[config.mk]
export PLATFORM = sky130hd
export DESIGN_NAME = asu_top
export DESIGN_NICKNAME = d
export VERILOG_FILES = /design/src/include/asu_pkg.sv /design/src/hdl/asu_top.sv /design/src/hdl/asu_rate_gen.sv
export VERILOG_INCLUDE_DIRS = /design/src /design/src/include
export SDC_FILE = /design/constraint.sdc
export NUM_CORES = 1
export LEC_CHECK = 0
export BUFFER_PORTS_ARGS = -buffer_cell sky130_fd_sc_hd__buf_4
export CAP_MARGIN = 20
export CORE_ASPECT_RATIO = 1.1
export CORE_UTILIZATION = 50
export CTS_CLUSTER_DIAMETER = 30
export DETAILED_ROUTE_END_ITERATION = 16
export HOLD_SLACK_MARGIN = 0.12
export PLACE_DENSITY = 0.79
export SLEW_MARGIN = 20
export SYNTH_ARGS = -nofsm -noshare
export SYNTH_HDL_FRONTEND = slang
export SYNTH_SLANG_ARGS = --single-unit
export TNS_END_PERCENT = 20
[constraint.sdc]
create_clock -name clk -period 3.17 [get_ports clk]
set_clock_uncertainty 0.15 [all_clocks]
set_input_delay 0.4755 -clock clk [delete_from_list [all_inputs] [get_ports clk]]
set_output_delay 0.4755 -clock clk [all_outputs]
set_load 0.03 [all_outputs]
[src/include/asu_defines.svh]
`ifndef ASU_DEFINES_SVH
`define ASU_DEFINES_SVH

// Register offsets
`define ASU_ADDR_FLAG   3'h0
`define ASU_ADDR_DATA   3'h1
`define ASU_ADDR_RATE   3'h2
`define ASU_ADDR_CTL1   3'h3
`define ASU_ADDR_CTL2   3'h4

// control_one fields
`define ASU_C1_RX9      7
`define ASU_C1_TX9      6
`define ASU_C1_WORD9    4
`define ASU_C1_WAKE     3

// control_two fields
`define ASU_C2_TXE_IRQ  7
`define ASU_C2_TXD_IRQ  6
`define ASU_C2_RX_IRQ   5
`define ASU_C2_IDLE_IRQ 4
`define ASU_C2_TXON     3
`define ASU_C2_RXON     2
`define ASU_C2_MUTE     1
`define ASU_C2_BRK      0

// rate_divider fields
`define ASU_RT_BASE     7:6
`define ASU_RT_TXDIV    5:3
`define ASU_RT_RXDIV    2:0

// Reset values
`define ASU_RST_CTL     8'h00
`define ASU_RST_RATE    8'h00

// Base prescaler values for codes 0..3
`define ASU_BASE_0      4'h1
`define ASU_BASE_1      4'h3
`define ASU_BASE_2      4'h4
`define ASU_BASE_3      4'hd

// Timing: 32 clocks per bit at unit division, 16 samples per bit
`define ASU_CLKS_PER_BIT 12'h020
`define ASU_OVERSAMPLE   12'h010
`define ASU_CLK_PER_TICK (`ASU_CLKS_PER_BIT / `ASU_OVERSAMPLE)
`define ASU_SMP_A        4'h7
`define ASU_SMP_B        4'h8
`define ASU_SMP_C        4'h9
`define ASU_LAST_TICK    4'hf

// Frame lengths in bits
`define ASU_LEN8        4'ha
`define ASU_LEN9        4'hb
`define ASU_BITS8       4'h8
`define ASU_BITS9       4'h9

`endif

[src/include/asu_pkg.sv]
package asu_pkg;

  typedef enum logic [1:0] {
    TX_OFF   = 2'b00,
    TX_READY = 2'b01,
    TX_SEND  = 2'b11
  } asu_tx_state_type;

  typedef enum logic [1:0] {
    RX_HUNT  = 2'b00,
    RX_START = 2'b01,
    RX_DATA  = 2'b11
  } asu_rx_state_type;

  typedef enum logic [2:0] {
    FR_NONE  = 3'h0,
    FR_IDLE  = 3'h1,
    FR_BREAK = 3'h2,
    FR_MARK  = 3'h3,
    FR_DATA  = 3'h4
  } asu_frame_type;

endpackage

[src/hdl/asu_top.sv]
`timescale 1ns/100ps
`default_nettype none
`include "asu_defines.svh"

module asu_top (
  // Clock and reset
  input  wire logic       clk,
  input  wire logic       resetn,
  // Register port
  input  wire logic [2:0] addr,
  input  wire logic [7:0] wdata,
  input  wire logic       wr_stb,
  input  wire logic       rd_stb,
  output logic      [7:0] rdata,
  // Serial pins
  input  wire logic       serial_in,
  output logic            tx_pin,
  output logic            tx_pin_oe_n,
  // Processor interrupt mask and request
  input  wire logic       irq_mask,
  output logic            irq
);

  asu_pkg::asu_tx_state_type tx_state;
  asu_pkg::asu_rx_state_type rx_state;
  asu_pkg::asu_frame_type    next_kind;
  asu_pkg::asu_frame_type    cur_kind;

  logic [7:0]  rate;
  logic [7:0]  ctl2;
  logic        tx_ninth_bit, rx_ninth_bit, word9, wake_addr;
  logic        seq_armed;
  logic        tx_tick, rx_tick;
  // Transmit side
  logic [10:0] tx_shift, load_frame;
  logic [3:0]  tx_cnt, tx_left, load_len, frame_len;
  logic [7:0]  tx_hold;
  logic        tx_buf_empty, tx_done, idle_pend, brk_last, tx_on_q;
  logic        frame_end, direct, tx_load, tx_rise;
  // Receive side
  logic        rx_meta, rx_line;
  logic [3:0]  rx_cnt, rx_idx;
  logic [8:0]  rx_shift;
  logic [1:0]  rx_smp;
  logic        rx_bit, rx_noisy, noise_acc;
  logic [7:0]  idle_cnt, idle_lim;
  logic        char_ev, char_ninth, char_ferr, char_noise, idle_ev;
  logic [7:0]  char_data, rx_holding;
  logic        rx_full, overrun, noise_flag, frame_err, idle_flag;
  logic        idle_armed, accept, wake;
  logic        wr_data_seq, rd_data_seq;

  wire tx_on   = ctl2[`ASU_C2_TXON];
  wire rx_on   = ctl2[`ASU_C2_RXON];
  wire mute_rx = ctl2[`ASU_C2_MUTE];
  wire send_break = ctl2[`ASU_C2_BRK];

  function automatic logic maj3(logic a, logic b, logic c);
    return (a & b) | (a & c) | (b & c);
  endfunction

  function automatic logic [10:0] data_frame(logic w9, logic n9,
                                             logic [7:0] d);
    return w9 ? {1'b1, n9, d, 1'b0} : {2'b11, d, 1'b0};
  endfunction

  // Independent generators for each direction
  asu_rate_gen u_tx_rate (
    .clk       (clk),
    .resetn    (resetn),
    .base_code (rate[`ASU_RT_BASE]),
    .step_code (rate[`ASU_RT_TXDIV]),
    .tick      (tx_tick)
  );

  asu_rate_gen u_rx_rate (
    .clk       (clk),
    .resetn    (resetn),
    .base_code (rate[`ASU_RT_BASE]),
    .step_code (rate[`ASU_RT_RXDIV]),
    .tick      (rx_tick)
  );

  // Status read arms the clear; the next data access consumes it
  always_ff @(posedge clk or negedge resetn)
  begin
    if (!resetn)
      seq_armed <= 1'b0;
    else if (rd_stb && addr == `ASU_ADDR_FLAG)
      seq_armed <= 1'b1;
    else if ((rd_stb || wr_stb) && addr == `ASU_ADDR_DATA)
      seq_armed <= 1'b0;
  end

  assign wr_data_seq = wr_stb && addr == `ASU_ADDR_DATA && seq_armed;
  assign rd_data_seq = rd_stb && addr == `ASU_ADDR_DATA && seq_armed;

  // Read data stand for exactly one cycle after the strobe
  always_ff @(posedge clk or negedge resetn)
  begin
    if (!resetn)
      rdata <= 8'h00;
    else if (!rd_stb)
      rdata <= 8'h00;
    else
      unique case (addr)
        `ASU_ADDR_FLAG: rdata <= {tx_buf_empty, tx_done, rx_full, idle_flag,
                                  overrun, noise_flag, frame_err, 1'b0};
        `ASU_ADDR_DATA: rdata <= rx_holding;
        `ASU_ADDR_RATE: rdata <= rate;
        `ASU_ADDR_CTL1: rdata <= {rx_ninth_bit, tx_ninth_bit, 1'b0, word9,
                                  wake_addr, 3'h0};
        `ASU_ADDR_CTL2: rdata <= ctl2;
        default:        rdata <= 8'h00;
      endcase
  end

  // Rate and word-format controls; rates should only change while off
  always_ff @(posedge clk or negedge resetn)
  begin
    if (!resetn)
    begin
      rate         <= `ASU_RST_RATE;
      tx_ninth_bit <= 1'b0;
      word9        <= 1'b0;
      wake_addr    <= 1'b0;
    end
    else if (wr_stb && addr == `ASU_ADDR_RATE)
      rate <= wdata;
    else if (wr_stb && addr == `ASU_ADDR_CTL1)
    begin
      tx_ninth_bit <= wdata[`ASU_C1_TX9];
      word9        <= wdata[`ASU_C1_WORD9];
      wake_addr    <= wdata[`ASU_C1_WAKE];
    end
  end

  // Control two; hardware wake clears mute and beats a write to it
  always_ff @(posedge clk or negedge resetn)
  begin
    if (!resetn)
      ctl2 <= `ASU_RST_CTL;
    else
    begin
      if (wr_stb && addr == `ASU_ADDR_CTL2)
        ctl2 <= wdata;
      if (wake)
        ctl2[`ASU_C2_MUTE] <= 1'b0;
    end
  end

  // Transmit frame selection
  assign frame_len = word9 ? `ASU_LEN9 : `ASU_LEN8;
  assign frame_end = tx_state == asu_pkg::TX_SEND && tx_tick &&
                     tx_cnt == `ASU_LAST_TICK && tx_left == 4'h1;
  assign tx_rise   = tx_on && !tx_on_q;
  assign direct    = wr_data_seq && tx_state == asu_pkg::TX_READY &&
                     tx_on && !idle_pend && !send_break && !brk_last &&
                     tx_buf_empty;

  always_comb
  begin
    next_kind  = asu_pkg::FR_NONE;
    load_frame = 11'h7ff;
    load_len   = frame_len;
    if (direct)
    begin
      next_kind  = asu_pkg::FR_DATA;
      load_frame = data_frame(word9, tx_ninth_bit, wdata);
    end
    else if (!tx_on)
      next_kind = asu_pkg::FR_NONE;
    else if (idle_pend)
      next_kind = asu_pkg::FR_IDLE;
    else if (send_break)
    begin
      next_kind  = asu_pkg::FR_BREAK;
      load_frame = 11'h000;
    end
    else if (brk_last)
    begin
      next_kind = asu_pkg::FR_MARK;
      load_len  = 4'h1;
    end
    else if (!tx_buf_empty)
    begin
      next_kind  = asu_pkg::FR_DATA;
      load_frame = data_frame(word9, tx_ninth_bit, tx_hold);
    end
  end

  assign tx_load = direct || (next_kind != asu_pkg::FR_NONE &&
                   (tx_state == asu_pkg::TX_READY || frame_end));

  // Transmit state and shifter
  always_ff @(posedge clk or negedge resetn)
  begin
    if (!resetn)
    begin
      tx_state <= asu_pkg::TX_OFF;
      cur_kind <= asu_pkg::FR_NONE;
      tx_shift <= 11'h7ff;
      tx_cnt   <= 4'h0;
      tx_left  <= 4'h0;
    end
    else if (tx_load)
    begin
      tx_state <= asu_pkg::TX_SEND;
      cur_kind <= next_kind;
      tx_shift <= load_frame;
      tx_cnt   <= 4'h0;
      tx_left  <= load_len;
    end
    else
      unique case (tx_state)
        asu_pkg::TX_OFF:
          if (tx_on)
            tx_state <= asu_pkg::TX_READY;
        asu_pkg::TX_READY:
          if (!tx_on)
            tx_state <= asu_pkg::TX_OFF;
        asu_pkg::TX_SEND:
          if (frame_end)
            tx_state <= tx_on ? asu_pkg::TX_READY : asu_pkg::TX_OFF;
          else if (tx_tick)
          begin
            tx_cnt <= tx_cnt + 4'h1;
            if (tx_cnt == `ASU_LAST_TICK)
            begin
              tx_shift <= {1'b1, tx_shift[10:1]};
              tx_left  <= tx_left - 4'h1;
            end
          end
      endcase
  end

  // Pin handed to the port function whenever the transmitter is off
  always_ff @(posedge clk or negedge resetn)
  begin
    if (!resetn)
    begin
      tx_pin      <= 1'b1;
      tx_pin_oe_n <= 1'b1;
    end
    else
    begin
      tx_pin      <= tx_state == asu_pkg::TX_SEND ? tx_shift[0] : 1'b1;
      tx_pin_oe_n <= tx_state == asu_pkg::TX_OFF;
    end
  end

  // Transmit flags and holding word
  always_ff @(posedge clk or negedge resetn)
  begin
    if (!resetn)
    begin
      tx_on_q      <= 1'b0;
      idle_pend    <= 1'b0;
      brk_last     <= 1'b0;
      tx_buf_empty <= 1'b1;
      tx_done      <= 1'b1;
      tx_hold      <= 8'h00;
    end
    else
    begin
      tx_on_q <= tx_on;
      if (tx_rise)
        idle_pend <= 1'b1;
      else if (tx_load && next_kind == asu_pkg::FR_IDLE)
        idle_pend <= 1'b0;
      if (tx_load)
        brk_last <= next_kind == asu_pkg::FR_BREAK;
      // Re-enable mid frame drops the waiting word
      if (tx_rise && tx_state != asu_pkg::TX_OFF)
        tx_buf_empty <= 1'b1;
      else if (wr_data_seq && !direct)
      begin
        tx_buf_empty <= 1'b0;
        tx_hold      <= wdata;
      end
      else if (tx_load && !direct && next_kind == asu_pkg::FR_DATA)
        tx_buf_empty <= 1'b1;
      // Set wins over the software clear
      if (frame_end && cur_kind != asu_pkg::FR_MARK)
        tx_done <= 1'b1;
      else if (wr_data_seq)
        tx_done <= 1'b0;
    end
  end

  // Two-flop synchroniser on the serial input
  always_ff @(posedge clk or negedge resetn)
  begin
    if (!resetn)
    begin
      rx_meta <= 1'b1;
      rx_line <= 1'b1;
    end
    else
    begin
      rx_meta <= serial_in;
      rx_line <= rx_meta;
    end
  end

  assign rx_bit   = maj3(rx_smp[1], rx_smp[0], rx_line);
  assign rx_noisy = !(rx_smp[1] == rx_smp[0] && rx_smp[0] == rx_line);
  assign idle_lim = 8'({4'h0, frame_len} << 4);

  // Receive sampler; one tick of phase error against the start edge
  always_ff @(posedge clk or negedge resetn)
  begin
    if (!resetn)
    begin
      rx_state  <= asu_pkg::RX_HUNT;
      rx_cnt    <= 4'h0;
      rx_idx    <= 4'h0;
      rx_shift  <= 9'h000;
      rx_smp    <= 2'h3;
      noise_acc <= 1'b0;
      idle_cnt  <= 8'h00;
      char_ev   <= 1'b0;
      char_ferr <= 1'b0;
      char_noise <= 1'b0;
      idle_ev   <= 1'b0;
    end
    else
    begin
      char_ev <= 1'b0;
      idle_ev <= 1'b0;
      if (!rx_on)
      begin
        rx_state <= asu_pkg::RX_HUNT;
        idle_cnt <= 8'h00;
      end
      else if (rx_tick)
      begin
        rx_cnt <= rx_cnt + 4'h1;
        if (rx_cnt == `ASU_SMP_A || rx_cnt == `ASU_SMP_B)
          rx_smp <= {rx_smp[0], rx_line};
        unique case (rx_state)
          asu_pkg::RX_HUNT:
          begin
            idle_cnt <= rx_line ? idle_cnt + 8'h01 : 8'h00;
            if (rx_line && idle_cnt == idle_lim - 8'h01)
              idle_ev <= 1'b1;
            if (!rx_line)
            begin
              rx_state  <= asu_pkg::RX_START;
              rx_cnt    <= 4'h1;
              noise_acc <= 1'b0;
            end
          end
          asu_pkg::RX_START:
            if (rx_cnt == `ASU_SMP_C)
            begin
              noise_acc <= rx_noisy;
              if (rx_bit)
                rx_state <= asu_pkg::RX_HUNT;        // False start
            end
            else if (rx_cnt == `ASU_LAST_TICK)
            begin
              rx_state <= asu_pkg::RX_DATA;
              rx_idx   <= 4'h0;
            end
          asu_pkg::RX_DATA:
            if (rx_cnt == `ASU_SMP_C)
            begin
              if (rx_idx == (word9 ? `ASU_BITS9 : `ASU_BITS8))
              begin
                rx_state   <= asu_pkg::RX_HUNT;
                idle_cnt   <= 8'h00;
                char_ev    <= 1'b1;
                char_ferr  <= !rx_bit;
                char_noise <= noise_acc | rx_noisy;
              end
              else
              begin
                rx_shift  <= {rx_bit, rx_shift[8:1]};
                rx_idx    <= rx_idx + 4'h1;
                noise_acc <= noise_acc | rx_noisy;
              end
            end
        endcase
      end
    end
  end

  assign char_data  = word9 ? rx_shift[7:0] : rx_shift[8:1];
  assign char_ninth = word9 & rx_shift[8];
  // Muted receiver takes only an address mark when so configured
  assign accept = !mute_rx || (wake_addr &&
                  (word9 ? char_ninth : char_data[7]));
  assign wake   = mute_rx && ((char_ev && accept) ||
                  (idle_ev && !wake_addr && idle_armed));

  // Receive flags; a new event beats the software clear
  always_ff @(posedge clk or negedge resetn)
  begin
    if (!resetn)
    begin
      rx_full      <= 1'b0;
      overrun      <= 1'b0;
      noise_flag   <= 1'b0;
      frame_err    <= 1'b0;
      idle_flag    <= 1'b0;
      idle_armed   <= 1'b1;
      rx_holding   <= 8'h00;
      rx_ninth_bit <= 1'b0;
    end
    else if (!rx_on)
    begin
      rx_full    <= 1'b0;
      overrun    <= 1'b0;
      noise_flag <= 1'b0;
      frame_err  <= 1'b0;
      idle_flag  <= 1'b0;
    end
    else
    begin
      if (rd_data_seq)
      begin
        rx_full    <= 1'b0;
        overrun    <= 1'b0;
        noise_flag <= 1'b0;
        frame_err  <= 1'b0;
        idle_flag  <= 1'b0;
      end
      if (char_ev && accept)
      begin
        idle_armed <= 1'b1;
        if (rx_full && !rd_data_seq)
          overrun <= 1'b1;
        else
        begin
          rx_full      <= 1'b1;
          rx_holding   <= char_data;
          rx_ninth_bit <= char_ninth;
          noise_flag   <= char_noise;
          frame_err    <= char_ferr;
        end
      end
      if (idle_ev && idle_armed && !mute_rx)
      begin
        idle_flag  <= 1'b1;
        idle_armed <= 1'b0;
      end
      else if (wake && idle_ev)
        idle_armed <= 1'b0;
    end
  end

  // One request line; noise and framing add no source of their own
  always_ff @(posedge clk or negedge resetn)
  begin
    if (!resetn)
      irq <= 1'b0;
    else
      irq <= !irq_mask && (
             (tx_buf_empty && ctl2[`ASU_C2_TXE_IRQ]) ||
             (tx_done && ctl2[`ASU_C2_TXD_IRQ]) ||
             ((rx_full || overrun) && ctl2[`ASU_C2_RX_IRQ]) ||
             (idle_flag && ctl2[`ASU_C2_IDLE_IRQ]));
  end
endmodule // asu_top

`default_nettype wire

[src/hdl/asu_rate_gen.sv]
`timescale 1ns/100ps
`default_nettype none
`include "asu_defines.svh"

module asu_rate_gen (
  // Clock and reset
  input  wire logic       clk,
  input  wire logic       resetn,
  // Rate selection
  input  wire logic [1:0] base_code,
  input  wire logic [2:0] step_code,
  // Oversample strobe, sixteen per bit
  output logic            tick
);

  logic [11:0] count;
  logic [11:0] limit;

  // Clocks per tick minus one: 2 * base * 2^step, at most 3328
  function automatic logic [11:0] limit_of(logic [1:0] b, logic [2:0] s);
    logic [11:0] base;
    base = 12'h000;
    unique case (b)
      2'h0: base = {8'h00, `ASU_BASE_0};
      2'h1: base = {8'h00, `ASU_BASE_1};
      2'h2: base = {8'h00, `ASU_BASE_2};
      2'h3: base = {8'h00, `ASU_BASE_3};
    endcase
    return 12'((base * 12'(`ASU_CLK_PER_TICK)) << s) - 12'h001;
  endfunction

  assign limit = limit_of(base_code, step_code);

  // Compare with >= so a lowered limit never strands the counter
  always_ff @(posedge clk or negedge resetn)
  begin
    if (!resetn)
    begin
      count <= 12'h000;
      tick  <= 1'b0;
    end
    else if (count >= limit)
    begin
      count <= 12'h000;
      tick  <= 1'b1;
    end
    else
    begin
      count <= count + 12'h001;
      tick  <= 1'b0;
    end
  end

endmodule // asu_rate_gen

`default_nettype wire

## After elaboration in Yosys (flattened, before gate mapping)

Cells that the tools add are included.
W data, S select, Z words.

- Register bits after elaboration: 145
- Latch bits: 0
- Bits in writable memories: 0
- Memory bits (read-only): 0
- Input bits: 17
- Output and inout bits: 11
- Word-level logic and storage cells: 329
- Memories: 0

- Add/sub/neg operators: 10
- Multipliers: 0
- Divide/modulo/power cells: 0
- Magnitude comparators: 2
- Equality and inequality tests: 43
- Shift-type cells: 2
- Muxes and demuxes: 120
- Bitwise gates (word level): 11
- Reduce and logical (&&, ||, !) cells: 94

Operators with widths:

| operator | number |
|---|---|
| $mux W11 | 9 |
| $mux W4 | 20 |
| $mux W8 | 7 |
| $mux W1 | 52 |
| $pmux W11 S4 | 1 |
| $logic_and A1 B1 Y1 | 42 |
| $mux W10 | 4 |
| $pmux W8 S5 | 1 |
| $mux W2 | 13 |
| $add A12 B1 Y12 const B | 2 |
| $ge A12 B12 Y1 | 2 |
| $mux W12 | 2 |
| $shl A12 B3 Y12 | 2 |
| $sub A12 B1 Y12 const B | 2 |
| $mux W3 | 6 |
| $ne A3 B3 Y1 const B | 6 |
| $reduce_bool A2 Y1 | 9 |
| $eq A4 B4 Y1 const B | 4 |
| $pmux W8 S2 | 1 |
| $add A4 B1 Y4 const B | 3 |
| $ne A2 B2 Y1 const B | 6 |
| $pmux W2 S3 | 2 |
| $reduce_and A3 Y1 | 4 |
| $reduce_and A6 Y1 | 2 |
| other kinds (31) | 80 |

## Logic depth before layout (Yosys ltp)

Gate-level depths: netlist of the first run.

- Depth in word-level cells: 18
- Gate-level depth with buffers: 13
- Gate-level depth less buffers: 11

## Cells and area by module

From an unflattened synthesis of the first run, not the netlist that was laid out.

- Cells, all modules: 802
- Area, all modules: 8120.3 µm²

By module, submodules not included:

| module | times used | cells each | area an instance (µm²) | seq. area each (µm²) |
|---|---|---|---|---|
| asu_top | 1 | 557 | 6018.3 | 3002.9 |
| asu_rate_gen (u_tx_rate) | 1 | 124 | 1056.0 | 325.3 |
| asu_rate_gen (u_rx_rate) | 1 | 121 | 1046.0 | 325.3 |

## Least setup slack after synthesis of the first run

No wires, ideal clock.

- Path kind: flip-flop to flip-flop
- Start point: register rate[7]
- End point: register u_tx_rate.count[10]
- Library setup time: 0.132 ns
- Data arrival time: 2.484 ns
- Data required time: 2.888 ns
- Setup slack: 0.404 ns
- Cell stages (with the launch flop): 13
- Buffers on the path: 3
- Path through: dfrtp_1 > clkbuf_1 > clkbuf_1 > nor2_1 > a211oi_1 > a32oi_1 > ha_1 > nand4_1 > a21oi_1 > a21oi_1 > o21ai_0 > clkbuf_1 > nor2_1

- Longest elaborated chain between the ends: 6
- Elaborated cells between the ends (all ways): 9
- Classes of those cells: add/sub: 1; order compare: 1; eq/ne: 3; shift: 1; mux: 2; reduce/logical: 1

RTL lines:

| element | line | text |
|---|---|---|
| from (decl) | asu_top.sv:29 | `logic [7:0] rate;` |
| from (signal assigned) | asu_top.sv:123 | `` rate <= `ASU_RST_RATE; `` |
| from (signal assigned) | asu_top.sv:129 | `rate <= wdata;` |
| $eq A2 B2 Y1, or another cell as far along | asu_rate_gen.sv:23 | `unique case (b)` |
| $pmux W11 S4 * | asu_rate_gen.sv:23 |  |
| $shl A12 B3 Y12 * | asu_rate_gen.sv:29 | `` return 12'((base * 12'(`ASU_CLK_PER_TICK)) << s) - 12'h001; `` |
| $sub A12 B1 Y12 * | asu_rate_gen.sv:29 |  |
| $ge A12 B12 Y1 * | asu_rate_gen.sv:42 | `else if (count >= limit)` |
| $mux W12 * | asu_rate_gen.sv:42 |  |
| to (signal assigned) | asu_rate_gen.sv:49 | `count <= count + 12'h001;` |
| to (decl) | asu_rate_gen.sv:16 | `logic [11:0] count;` |

Mark *: on every way between the ends. The rest lies on a longest branch, timed or not. The select of a mux whose other input is x is not followed.
A chain may end at the register's enable or synchronous reset.

## Final worst setup path of the first run

- Start point: register rate[6]
- End point: register u_rx_rate.count[2]

- Longest elaborated chain between the ends: 6
- Elaborated cells between the ends (all ways): 9
- Classes of those cells: add/sub: 1; order compare: 1; eq/ne: 3; shift: 1; mux: 2; reduce/logical: 1

RTL lines:

| element | line |
|---|---|
| $eq A2 B2 Y1, or another cell as far along | asu_rate_gen.sv:23 |
| $pmux W11 S4 * | asu_rate_gen.sv:23 |
| $shl A12 B3 Y12 * | asu_rate_gen.sv:29 |
| $sub A12 B1 Y12 * | asu_rate_gen.sv:29 |
| $ge A12 B12 Y1 * | asu_rate_gen.sv:42 |
| $mux W12 * | asu_rate_gen.sv:42 |
| to (signal assigned) | asu_rate_gen.sv:49 |
| to (decl) | asu_rate_gen.sv:16 |

Marks and branches as above.

==> flow_summary.yaml, run 1 <==
status:
  outcome: "complete, no violations"
routing:
  drt-wirelength-per-cell_um: 15.9
  vias_per_cell: 5.76
  dr.pass1.iters: 5
  drt_iter0_markers: 303
  antenna_left: 0
  vias: 5792
  wirelength_mm: 16.0
  drc_errors: 0
sta:
  rsz0062_at_grt: "no"
  hold_viol: 0
  slew_violations: 0
  fin_tns_setup_ns: 0
  setup_viol: 0
  slew_headroom: 0.567
  fmax_ghz: 0.365
  setup_ws_ns: 0.430
  worst_pin_slew_ns: 0.647
  timing.final.crit_share: 0.864
  min_period_ns: 2.74
synth:
  synth_top_area_share: 0.403
  synth_cells: 774
  synth_seq_cells: 145
  yosysWarnings: 0
  synthDistinctLibCells: 65
  postSynth.asyncResetShare: 1.00
  netlist_area_um2: 7750
  synth_top_cell_by_area: "dfrtp_1"
  yosysSeqAreaShare: 0.471
  synth-main-ff-cell: "dfrtp_1"
  synthTopCellsByArea: "dfrtp_1 (40%), dfstp_2 (6.8%), mux2_2 (5.7%), ha_1 (5.5%), nand2_1 (3.7%)"
  synthesis.nets: 825
  avgSynthCellArea_um2: 10.0
  synth_edf_count: 0
setup_path:
  cpPeakStageDelay_ns: 0.46
  path_common_cell: "o21ai_0"
  slowest_stage: "dfrtp_1"
  crit_chain: "nor2b_1 > o21ai_0 > nand3b_1 > o211ai_1 > ha_1 > a211oi_1 > o21ai_0 > a21oi_1 > o21ai_0 > buf_4 > nor2_1"
  crit_family: "compound AO/OA/AOI/OAI gates"
  crit_type: "flip-flop to flip-flop"
  crit_buf_inv: 1
  worst-endpoint-required_ns: 3.37
  critical_path.endpoint_type: "flip-flop"
  critPathMaxFanout: 13
  cp.arrival_ns: 2.94
  startpoint_type: "flip-flop"
global_routing:
  antenna_found_initial: 0
  grt_pass1_vias: 5648
  grt_max_degree: 71
  grt_pass1_wl_mm: 27.4
  grt-ovfl-total: 0
  grt_use_total: 0.217
clock_network:
  cts_buffers: 17
  path_clk_slew_ns: 0.06
  cts_tree: "built"
  clk_latency_ns: 0.43
  root_buffer: "clkbuf_16"
  post_cts_resized: 0
  clockBufferDepth: 2
  htree_levels: 4
  clock_sinks: 145
die:
  die_x_um: 121
  die-area_um2: 16000
  die_h_um: 133
  io_pins: 28
  rows: 47
  core_area_um2: 15100
  start_util: 0.513
flow_run:
  drv_cap: 0
final_layout:
  syn_to_final_growth_pct: 12.5
  nNetsFinal: 848
  seqCellArea_um2: 3650
  diodes: 0
  fill_cells: 1289
  final_layout_size_suffix_gt1_frac: 0.179
  multi_input_area_um2: 3830
placement:
  place.gp.congestion: 0.806
  pre_cts_ws_ns: 0.488
  dpl.hpwl_mm: 10.9
  port_buffers: 27
power:
  p_per_area_nw_per_um2: 723
  vdd_ir_drop_max_mv: 0.404
  p_leak_nw: 3.91
hold_path:
  hold_class: "input port to flip-flop"
## where the power goes
part,leakage (nW),internal [mW],switching [mW]
Clock,0.286,1.17,0.783
Combinational,1.81,0.744,0.922
Sequential,1.81,2.29,0.394
## final cells by class
class / instances / share of cell area
well taps: 196 / 0.0281
multi-input cells: 575 / 0.440
repair buffers: 45 / 0.0415
clock buffers: 18 / 0.0504
inverters: 13 / 0.00560
clock inverters: 13 / 0.0156
flip-flops and latches: 145 / 0.419
## path summary, 6_finish.rpt
path                       cells past startpoint                      endpoint  slack (ns)                 from
max                                           11  u_rx_rate.count[2]$_DFF_PN0_        0.43  rate[6]$_DFFE_PN0P_
min                                            3           ctl2[2]$_DFFE_PN0P_        0.17             wdata[2]
max reg2reg                                   11  u_rx_rate.count[2]$_DFF_PN0_        0.43  rate[6]$_DFFE_PN0P_
min reg2reg                                    0             rx_line$_DFF_PN1_        0.21    rx_meta$_DFF_PN1_
max in group asynchronous                      3         tx_pin_oe_n$_DFF_PN1_        1.54               resetn
min in group asynchronous                      2        tx_left[2]$_DFFE_PN0P_        0.47               resetn
## cells in the final DEF (no fill, tap or decap), types with 4 or more instances in the layout
cell type	Yosys	routed
o211ai_1	5	5
nand2b_1	8	8
nand2_1	76	76
o22ai_1	7	7
xnor2_1	11	11
nand4_1	12	12
dfrtp_1	125	125
nand3b_1	4	4
a31oi_1	9	9
dfstp_2	20	20
mux2i_1	17	17
a22oi_1	21	21
ha_1	34	34
and3_1	16	16
a21oi_1	41	41
a21o_1	4	4
nor3_1	17	17
inv_1	13	13
xor2_1	18	18
nor3b_1	4	4
a211oi_1	9	9
o21a_1	4	4
o21ai_0	45	45
clkinv_2	0	5
nand3_1	25	25
and2_1	14	14
nor2_1	73	73
clkbuf_16	0	17
nor2b_1	13	13
buf_4	0	40
mux2_2	39	39
## registers in the layout (all words and copies together), names as in the netlist, 2 cells and up
| name | cells |
|---|---|
| rdata | 8 |
| rate | 8 |
| rx_smp | 2 |
| u_tx_rate.count | 12 |
| rx_cnt | 4 |
| ctl2 | 8 |
| rx_shift | 9 |
| cur_kind | 3 |
| rx_holding | 8 |
| tx_shift | 11 |
| idle_cnt | 8 |
| u_rx_rate.count | 12 |
| tx_hold | 8 |
| rx_state | 2 |
| tx_left | 4 |
| tx_state | 2 |
| rx_idx | 4 |
| tx_cnt | 4 |
## layer usage
metal  track usage  vias up  part of all wire
met5             0        -                 0
met4        0.0844        0             0.022
met3        0.0478       26             0.041
met2         0.358      114              0.50
met1         0.277     2815              0.44
li1              -     2837                 -
## timing repair
action,CTS,global route
hold buffers,3,0
hold endpoints to repair,60,0
setup buffers,0,0
## synthesized netlist by cell type, drive strengths merged (4+ instances only)
| cell | instances |
|---|---|
| o22ai | 7 |
| nor3 | 17 |
| dfrtp | 125 |
| xor2 | 18 |
| nand2b | 8 |
| mux2i | 17 |
| nand3 | 25 |
| a211oi | 10 |
| a22oi | 21 |
| inv | 13 |
| o211ai | 5 |
| nor3b | 5 |
| and2 | 14 |
| ha | 34 |
| o21ai | 47 |
| nand3b | 5 |
| dfstp | 20 |
| clkbuf | 24 |
| nand2 | 76 |
| a21o | 4 |
| nor2 | 73 |
| a31oi | 9 |
| nor4 | 4 |
| o21a | 4 |
| xnor2 | 11 |
| nor2b | 13 |
| a21oi | 42 |
| mux2 | 39 |
| and3 | 16 |
| nand4 | 12 |
| buf | 17 |
## worst register-to-register path, delay by kind of cell, from the launching register on
kind                     cells  cell delay, ns
AO/OA/AOI/OAI                6            0.88
adder cells (fa/ha/maj)      1            0.35
flip-flops                   1            0.46
AND/OR/NAND/NOR              3            0.64
buffers and inverters        1            0.19
## per-stage QoR
stage                     instance area (µm²)  utilization  std cells  power [mW]  hold WS (ns)
after floorplan                          7750            -        774        3.91        0.0299
after global placement                   8110        0.537        971        4.29         0.196
after detailed placement                 8110        0.537        971        4.35         0.201
after CTS                                8720        0.577       1005        6.34         0.156
after global routing                     8720        0.577       1005        6.71         0.171
final                                    8720        0.577       1005        6.30         0.167
## cell families (layout without fill, tap and decap cells)
group	after synthesis	in the layout	synth area share
compound gates	172	172	0.144
xor+xnor	29	29	0.0328
mux	56	56	0.0786
simple gates	284	284	0.184
flops	145	145	0.471
fa+ha+maj	34	34	0.0549
buf+inv	54	89	0.0341
(Power assumes the default switching activity.)
==> run 2: changes to the inputs <==
--- a/config.mk
+++ b/config.mk
@@ -14,6 +14,7 @@
 export DETAILED_ROUTE_END_ITERATION = 16
 export HOLD_SLACK_MARGIN = 0.12
 export PLACE_DENSITY = 0.79
+export SETUP_SLACK_MARGIN = 0.2
 export SLEW_MARGIN = 20
 export SYNTH_ARGS = -nofsm -noshare
 export SYNTH_HDL_FRONTEND = slang
==> constraint.sdc (replaced) <==
create_clock -name clk -period 3.3 [get_ports clk]
set_clock_uncertainty 0.15 [all_clocks]
set_input_delay 0.495 -clock clk [delete_from_list [all_inputs] [get_ports clk]]
set_output_delay 0.495 -clock clk [all_outputs]
set_load 0.03 [all_outputs]
==> run 2 against run 1 <==
Critical path depth stayed put; flip-flop and latch count stayed put; first-iteration DRC count grew 29%; design area fell by 0.37%; total power is 5.1% lower; routed wire length is 2.0% lower; critical path type unchanged; worst setup slack improved by 0.17 ns.
==> flow_summary.yaml, run 2 (synthesized netlist as in run 1, its figures left out) <==
power:
  p_switching_mw: 2.04
  p_clk_frac: 0.304
  p_per_area_nw_per_um2: 689
  p_sw_frac: 0.341
  power_frac_seq: 0.432
  p_leak_nw: 3.86
  total_power_mw: 5.98
  pwr-share-comb: 0.264
  vdd_ir_drop_max_mv: 0.429
  p_int_mw: 3.94
final_layout:
  final_common_cell: "dfrtp_1"
  nNetsFinal: 845
  diodes: 0
  stdcell_area_um2: 8690
  layout_common_cells: "dfrtp_1 (124), nand2_1 (76), nor2_1 (73)"
  final_layout_size_suffix_gt1_frac: 0.178
  reg.largest.list: "u_rx_rate.count (12), u_tx_rate.count (12), tx_shift (11)"
  syn_to_final_growth_pct: 12.1
flow_run:
  drv_cap: 0
setup_path:
  path_depth: 11
  worst-endpoint-required_ns: 3.51
  reg2regPathDepth: 11
  crit_type: "flip-flop to flip-flop"
  startpoint_type: "flip-flop"
  r2r_slack_ns: 0.60
  endpoint: "u_rx_rate.count[11]$_DFF_PN0_"
  critical_path.endpoint_type: "flip-flop"
  critPathMaxFanout: 14
  cpPeakStageDelay_ns: 0.49
  rr_startpoint: "rate[1]$_DFFE_PN0P_"
  slowest_stage: "dfrtp_2"
  crit_family: "compound AO/OA/AOI/OAI gates"
  crit_buf_inv: 1
  cp.arrival_ns: 2.91
  crit_chain: "xor2_1 > nand2_1 > o221ai_1 > a222oi_1 > ha_1 > a211oi_1 > o211ai_1 > a21oi_1 > o21ai_0 > buf_4 > nor2_1"
  crit_path_start: "rate[1]$_DFFE_PN0P_"
  reg2reg_to: "u_rx_rate.count[11]$_DFF_PN0_"
routing:
  wirelength_mm: 15.7
  drc_errors: 0
  drt-wirelength-per-cell_um: 15.6
  dr.pass1.iters: 5
  antenna_left: 0
  vias: 5778
  vias_per_cell: 5.76
  drt_iter0_markers: 392
global_routing:
  grt-ovfl-total: 0
  grt_pass1_vias: 5636
  grt_pass1_wl_mm: 26.8
  antenna_found_initial: 0
  grt_use_total: 0.213
  grt_max_degree: 76
clock_network:
  htree_levels: 4
  root_buffer: "clkbuf_16"
  clock_sinks: 145
  clockBufferDepth: 2
  path_clk_slew_ns: 0.06
  cts_setup_buffers: 0
  cts_buffers: 17
  clk_latency_ns: 0.43
  cts_tree: "built"
sta:
  worst_pin_slew_ns: 0.689
  hold_viol: 0
  timing.final.crit_share: 0.819
  slew_violations: 0
  fin_tns_setup_ns: 0
  setup_ws_ns: 0.598
  fmax_ghz: 0.370
  min_period_ns: 2.70
  hold_ws_ns: 0.175
  rsz0062_at_grt: "no"
  slew_headroom: 0.541
  setup_viol: 0
die:
  die-area_um2: 16000
  core_area_um2: 15100
  rows: 47
  die_x_um: 121
  io_pins: 28
  start_util: 0.513
  die_h_um: 133
placement:
  place.gp.congestion: 0.813
  placed_cell_area_um2: 8090
  port_buffers: 27
  pre_cts_ws_ns: 0.552
  dpl.hpwl_mm: 10.7
status:
  outcome: "complete, no violations"
hold_path:
  hold_class: "input port to flip-flop"
run 2: cell types whose count changed in the layout (fill, tap and decap cells not counted), sizes merged:
cell	previous run	this run
buf	42	39
bufinv	2	1
clkbuf	18	17
clkinv	8	4
clkinvlp	1	8
run 2: repair_timing:
action	CTS	global route
endpoints found under the hold margin	67	0
setup endpoints to repair	0	2
gates resized for setup	0	1
hold buffers	3	0
run 2: final cells by class:
| type | instances | area, µm² |
|---|---|---|
| multi-input combinational | 575 | 3830 |
| inverter | 13 | 48.8 |
| clock inverter | 15 | 139 |
| sequential | 145 | 3650 |
| tap | 196 | 245 |
| fill | 1259 | 6430 |
| clock buffer | 17 | 425 |
| timing repair buffer | 42 | 339 |
run 2: power groups by stage:
stage	sequential (mW)	clock (mW)	combinational (mW)
final	2.59	1.82	1.58
after global routing	2.64	1.93	1.80
after CTS	2.58	1.85	1.59
after detailed placement	2.60	0	1.57
after global placement	2.59	0	1.52
after floorplan	2.47	0	1.28
run 2: metrics by stage:
stage	std cells	util
final	1003	0.575
after floorplan	774	-
after CTS	1003	0.575
after global placement	968	0.535
after global routing	1003	0.575
after detailed placement	968	0.535
run 2: how the worst min path moves through the flow:
stage                                 endpoint  cells past startpoint         startpoint  slack (ns)
after floorplan           brk_last$_DFFE_PN0N_                      0             resetn        0.05
after global placement       rx_line$_DFF_PN1_                      0  rx_meta$_DFF_PN1_        0.20
after detailed placement     rx_line$_DFF_PN1_                      0  rx_meta$_DFF_PN1_        0.20
after CTS                  ctl2[2]$_DFFE_PN0P_                      3           wdata[2]        0.16
after global routing       ctl2[2]$_DFFE_PN0P_                      3           wdata[2]        0.17
final                      ctl2[2]$_DFFE_PN0P_                      3           wdata[2]        0.17
run 2: routing by layer:
| metal | track usage | wire length [µm] |
|---|---|---|
| met1 | 0.272 | 7170 |
| met2 | 0.341 | 7470 |
| met3 | 0.0504 | 552 |
| met4 | 0.0988 | 463 |
| met5 | 0 | 0 |
run 2: worst reg2reg max path, delay by kind of cell, from the launching register on:
kind	cells	cell delay (ns)
adders and majority gates	1	0.31
buffers and inverters	1	0.19
xor gates and xnor gates	1	0.20
AOI/OAI and AO/OA	6	1.09
DFF	1	0.49
and+or+nand+nor	2	0.22
==> run 3: changes to the inputs <==
--- a/config.mk
+++ b/config.mk
@@ -13,7 +13,7 @@
 export CTS_CLUSTER_DIAMETER = 30
 export DETAILED_ROUTE_END_ITERATION = 16
 export HOLD_SLACK_MARGIN = 0.12
-export PLACE_DENSITY = 0.79
+export PLACE_DENSITY = 0.81
 export SETUP_SLACK_MARGIN = 0.2
 export SLEW_MARGIN = 20
 export SYNTH_ARGS = -nofsm -noshare
==> constraint.sdc (replaced) <==
create_clock -name clk -period 2.2 [get_ports clk]
set_clock_uncertainty 0.15 [all_clocks]
set_input_delay 0.33 -clock clk [delete_from_list [all_inputs] [get_ports clk]]
set_output_delay 0.33 -clock clk [all_outputs]
set_load 0.03 [all_outputs]
==> run 3 against run 2 <==
The flow now finishes with violations (negative setup slack); routed wire length is 15% higher; worst hold slack improved by 0.0046 ns; non-clock buffer count increased by 75; cell count is 7.5% higher; critical path depth unchanged; register-to-register slack lost 0.92 ns; total power is 74% higher; flip-flop and latch count stayed put; design area increased by 12%; first-iteration DRC count increased by 15%; worst setup slack worse by 0.92 ns.
==> flow_summary.yaml, run 3 (synthesized netlist as in run 1, its figures left out) <==
clock_network:
  root_buffer: "clkbuf_16"
  cts_tree: "built"
  clk_latency_ns: 0.42
  htree_levels: 4
  clock_sinks: 145
  path_clk_slew_ns: 0.06
  cts_buffers: 17
  clockBufferDepth: 2
routing:
  vias_per_cell: 5.81
  drt-wirelength-per-cell_um: 16.7
  dr.pass1.iters: 8
  vias: 6260
  drt_iter0_markers: 451
  wirelength_mm: 18.0
  antenna_left: 0
  drc_errors: 0
setup_path:
  cpPeakStageDelay_ns: 0.47
  crit_type: "flip-flop to flip-flop"
  cp.arrival_ns: 2.72
  worst-endpoint-required_ns: 2.40
  slowest_stage: "dfrtp_2"
  critical_path.endpoint_type: "flip-flop"
  startpoint_type: "flip-flop"
  crit_buf_inv: 1
  crit_family: "compound AO/OA/AOI/OAI gates"
  critPathMaxFanout: 7
  crit_chain: "xor2_2 > nand2_1 > o221ai_2 > a222oi_1 > ha_1 > a211oi_2 > o211ai_1 > a21oi_1 > o21ai_1 > buf_4 > nor2_2"
flow_run:
  drv_cap: 0
final_layout:
  syn_to_final_growth_pct: 25.6
  final_layout_size_suffix_gt1_frac: 0.298
  reg.largest.list: "u_rx_rate.count (12), u_tx_rate.count (12), tx_shift (11)"
  final_cells: 1078
  layout_common_cells: "dfrtp_1 (124), buf_4 (93), nand2_1 (75)"
  nNetsFinal: 920
  utilization: 0.644
  diodes: 0
  final_common_cell: "dfrtp_1"
status:
  outcome: "finished with violations"
  violations: "negative setup slack"
sta:
  min_period_ns: 2.52
  slew_headroom: 0.643
  setup_viol: 27
  fmax_ghz: 0.396
  hold_viol: 0
  slew_violations: 0
  timing.final.crit_share: 1.15
  worst_pin_slew_ns: 0.532
  hold_ws_ns: 0.179
  rsz0062_at_grt: "yes"
  setup_ws_ns: -0.323
global_routing:
  grt_use_total: 0.233
  grt_pass1_vias: 6314
  grt-ovfl-total: 0
  antenna_found_initial: 0
  grt_pass1_wl_mm: 29.6
  grt_max_degree: 54
placement:
  pre_cts_ws_ns: -0.285
  dpl.hpwl_mm: 11.9
  place_inst: 1032
  port_buffers: 27
  place.gp.congestion: 0.834
die:
  die-area_um2: 16000
  die_h_um: 133
  start_util: 0.513
  io_pins: 28
  die_x_um: 121
  core_area_um2: 15100
  rows: 47
power:
  p_clk_frac: 0.319
  vdd_ir_drop_max_mv: 0.695
  power_frac_seq: 0.367
  p_per_area_nw_per_um2: 1070
  total_power_mw: 10.4
  p_sw_frac: 0.319
  p_switching_mw: 3.31
  pwr-share-comb: 0.315
  p_leak_nw: 4.37
  p_int_mw: 7.08
hold_path:
  hold_class: "input port to flip-flop"
-- run 3: worst paths after layout --
kind | start | slack [ns] | cells past startpoint | endpoint
min in group asynchronous | resetn | 0.25 | 2 | tx_cnt[3]$_DFFE_PN0P_
max reg2reg | rate[6]$_DFFE_PN0P_ | -0.32 | 11 | u_rx_rate.count[2]$_DFF_PN0_
min | addr[1] | 0.18 | 3 | rdata[6]$_DFF_PN0_
max | rate[6]$_DFFE_PN0P_ | -0.32 | 11 | u_rx_rate.count[2]$_DFF_PN0_
max in group asynchronous | resetn | 0.98 | 3 | rx_line$_DFF_PN1_
min reg2reg | rx_meta$_DFF_PN1_ | 0.20 | 0 | rx_line$_DFF_PN1_
-- run 3: power by group through the flow --
stage	registers (mW)	clock network [mW]	logic, mW
2_1_floorplan	3.71	0	2.00
3_3_place_gp	3.77	0	2.78
3_5_place_dp	3.80	0	2.87
4_1_cts	3.79	3.36	3.04
5_1_grt	3.88	3.46	3.62
6_report	3.81	3.31	3.27
-- run 3: area by class of cell --
cell class | count | area [µm²]
Fill cell | 1111 | 5380
Timing Repair Buffer | 117 | 980
Clock inverter | 10 | 203
Inverter | 13 | 48.8
Multi-Input combinational cell | 575 | 4120
Sequential cell | 145 | 3650
Clock buffer | 22 | 484
Tap cell | 196 | 245
-- run 3: routing by layer --
layer / GRT usage / vias up / part of all wire
li1: - / 2985 / -
met1: 0.276 / 3055 / 0.41
met2: 0.403 / 175 / 0.52
met3: 0.0500 / 45 / 0.039
met4: 0.104 / 0 / 0.035
met5: 0 / - / 0
-- run 3: through the flow --
step,area [µm²],setup TNS (ns)
global route,9740,-11.51
CTS,9540,-6.67
global placement,8620,-4.05
finish,9740,-7.24
detailed placement,8620,-5.83
floorplan,7800,-3.09
-- run 3: what timing repair did --
action | CTS | global route
hold buffers | 12 | 0
resized for setup | 28 | 56
setup endpoints to repair | 70 | 76
endpoints found under the hold margin | 174 | 0
pin swaps | 15 | 28
setup buffers | 0 | 2
-- run 3: worst register-to-register path: cells and delay by family, from the launching register on --
family | cells | cell delay, ns
xor gates and xnor gates | 1 | 0.18
and+or+nand+nor | 2 | 0.18
AOI/OAI and AO/OA | 6 | 0.97
DFF | 1 | 0.47
buffers and inverters | 1 | 0.18
adders and majority gates | 1 | 0.32
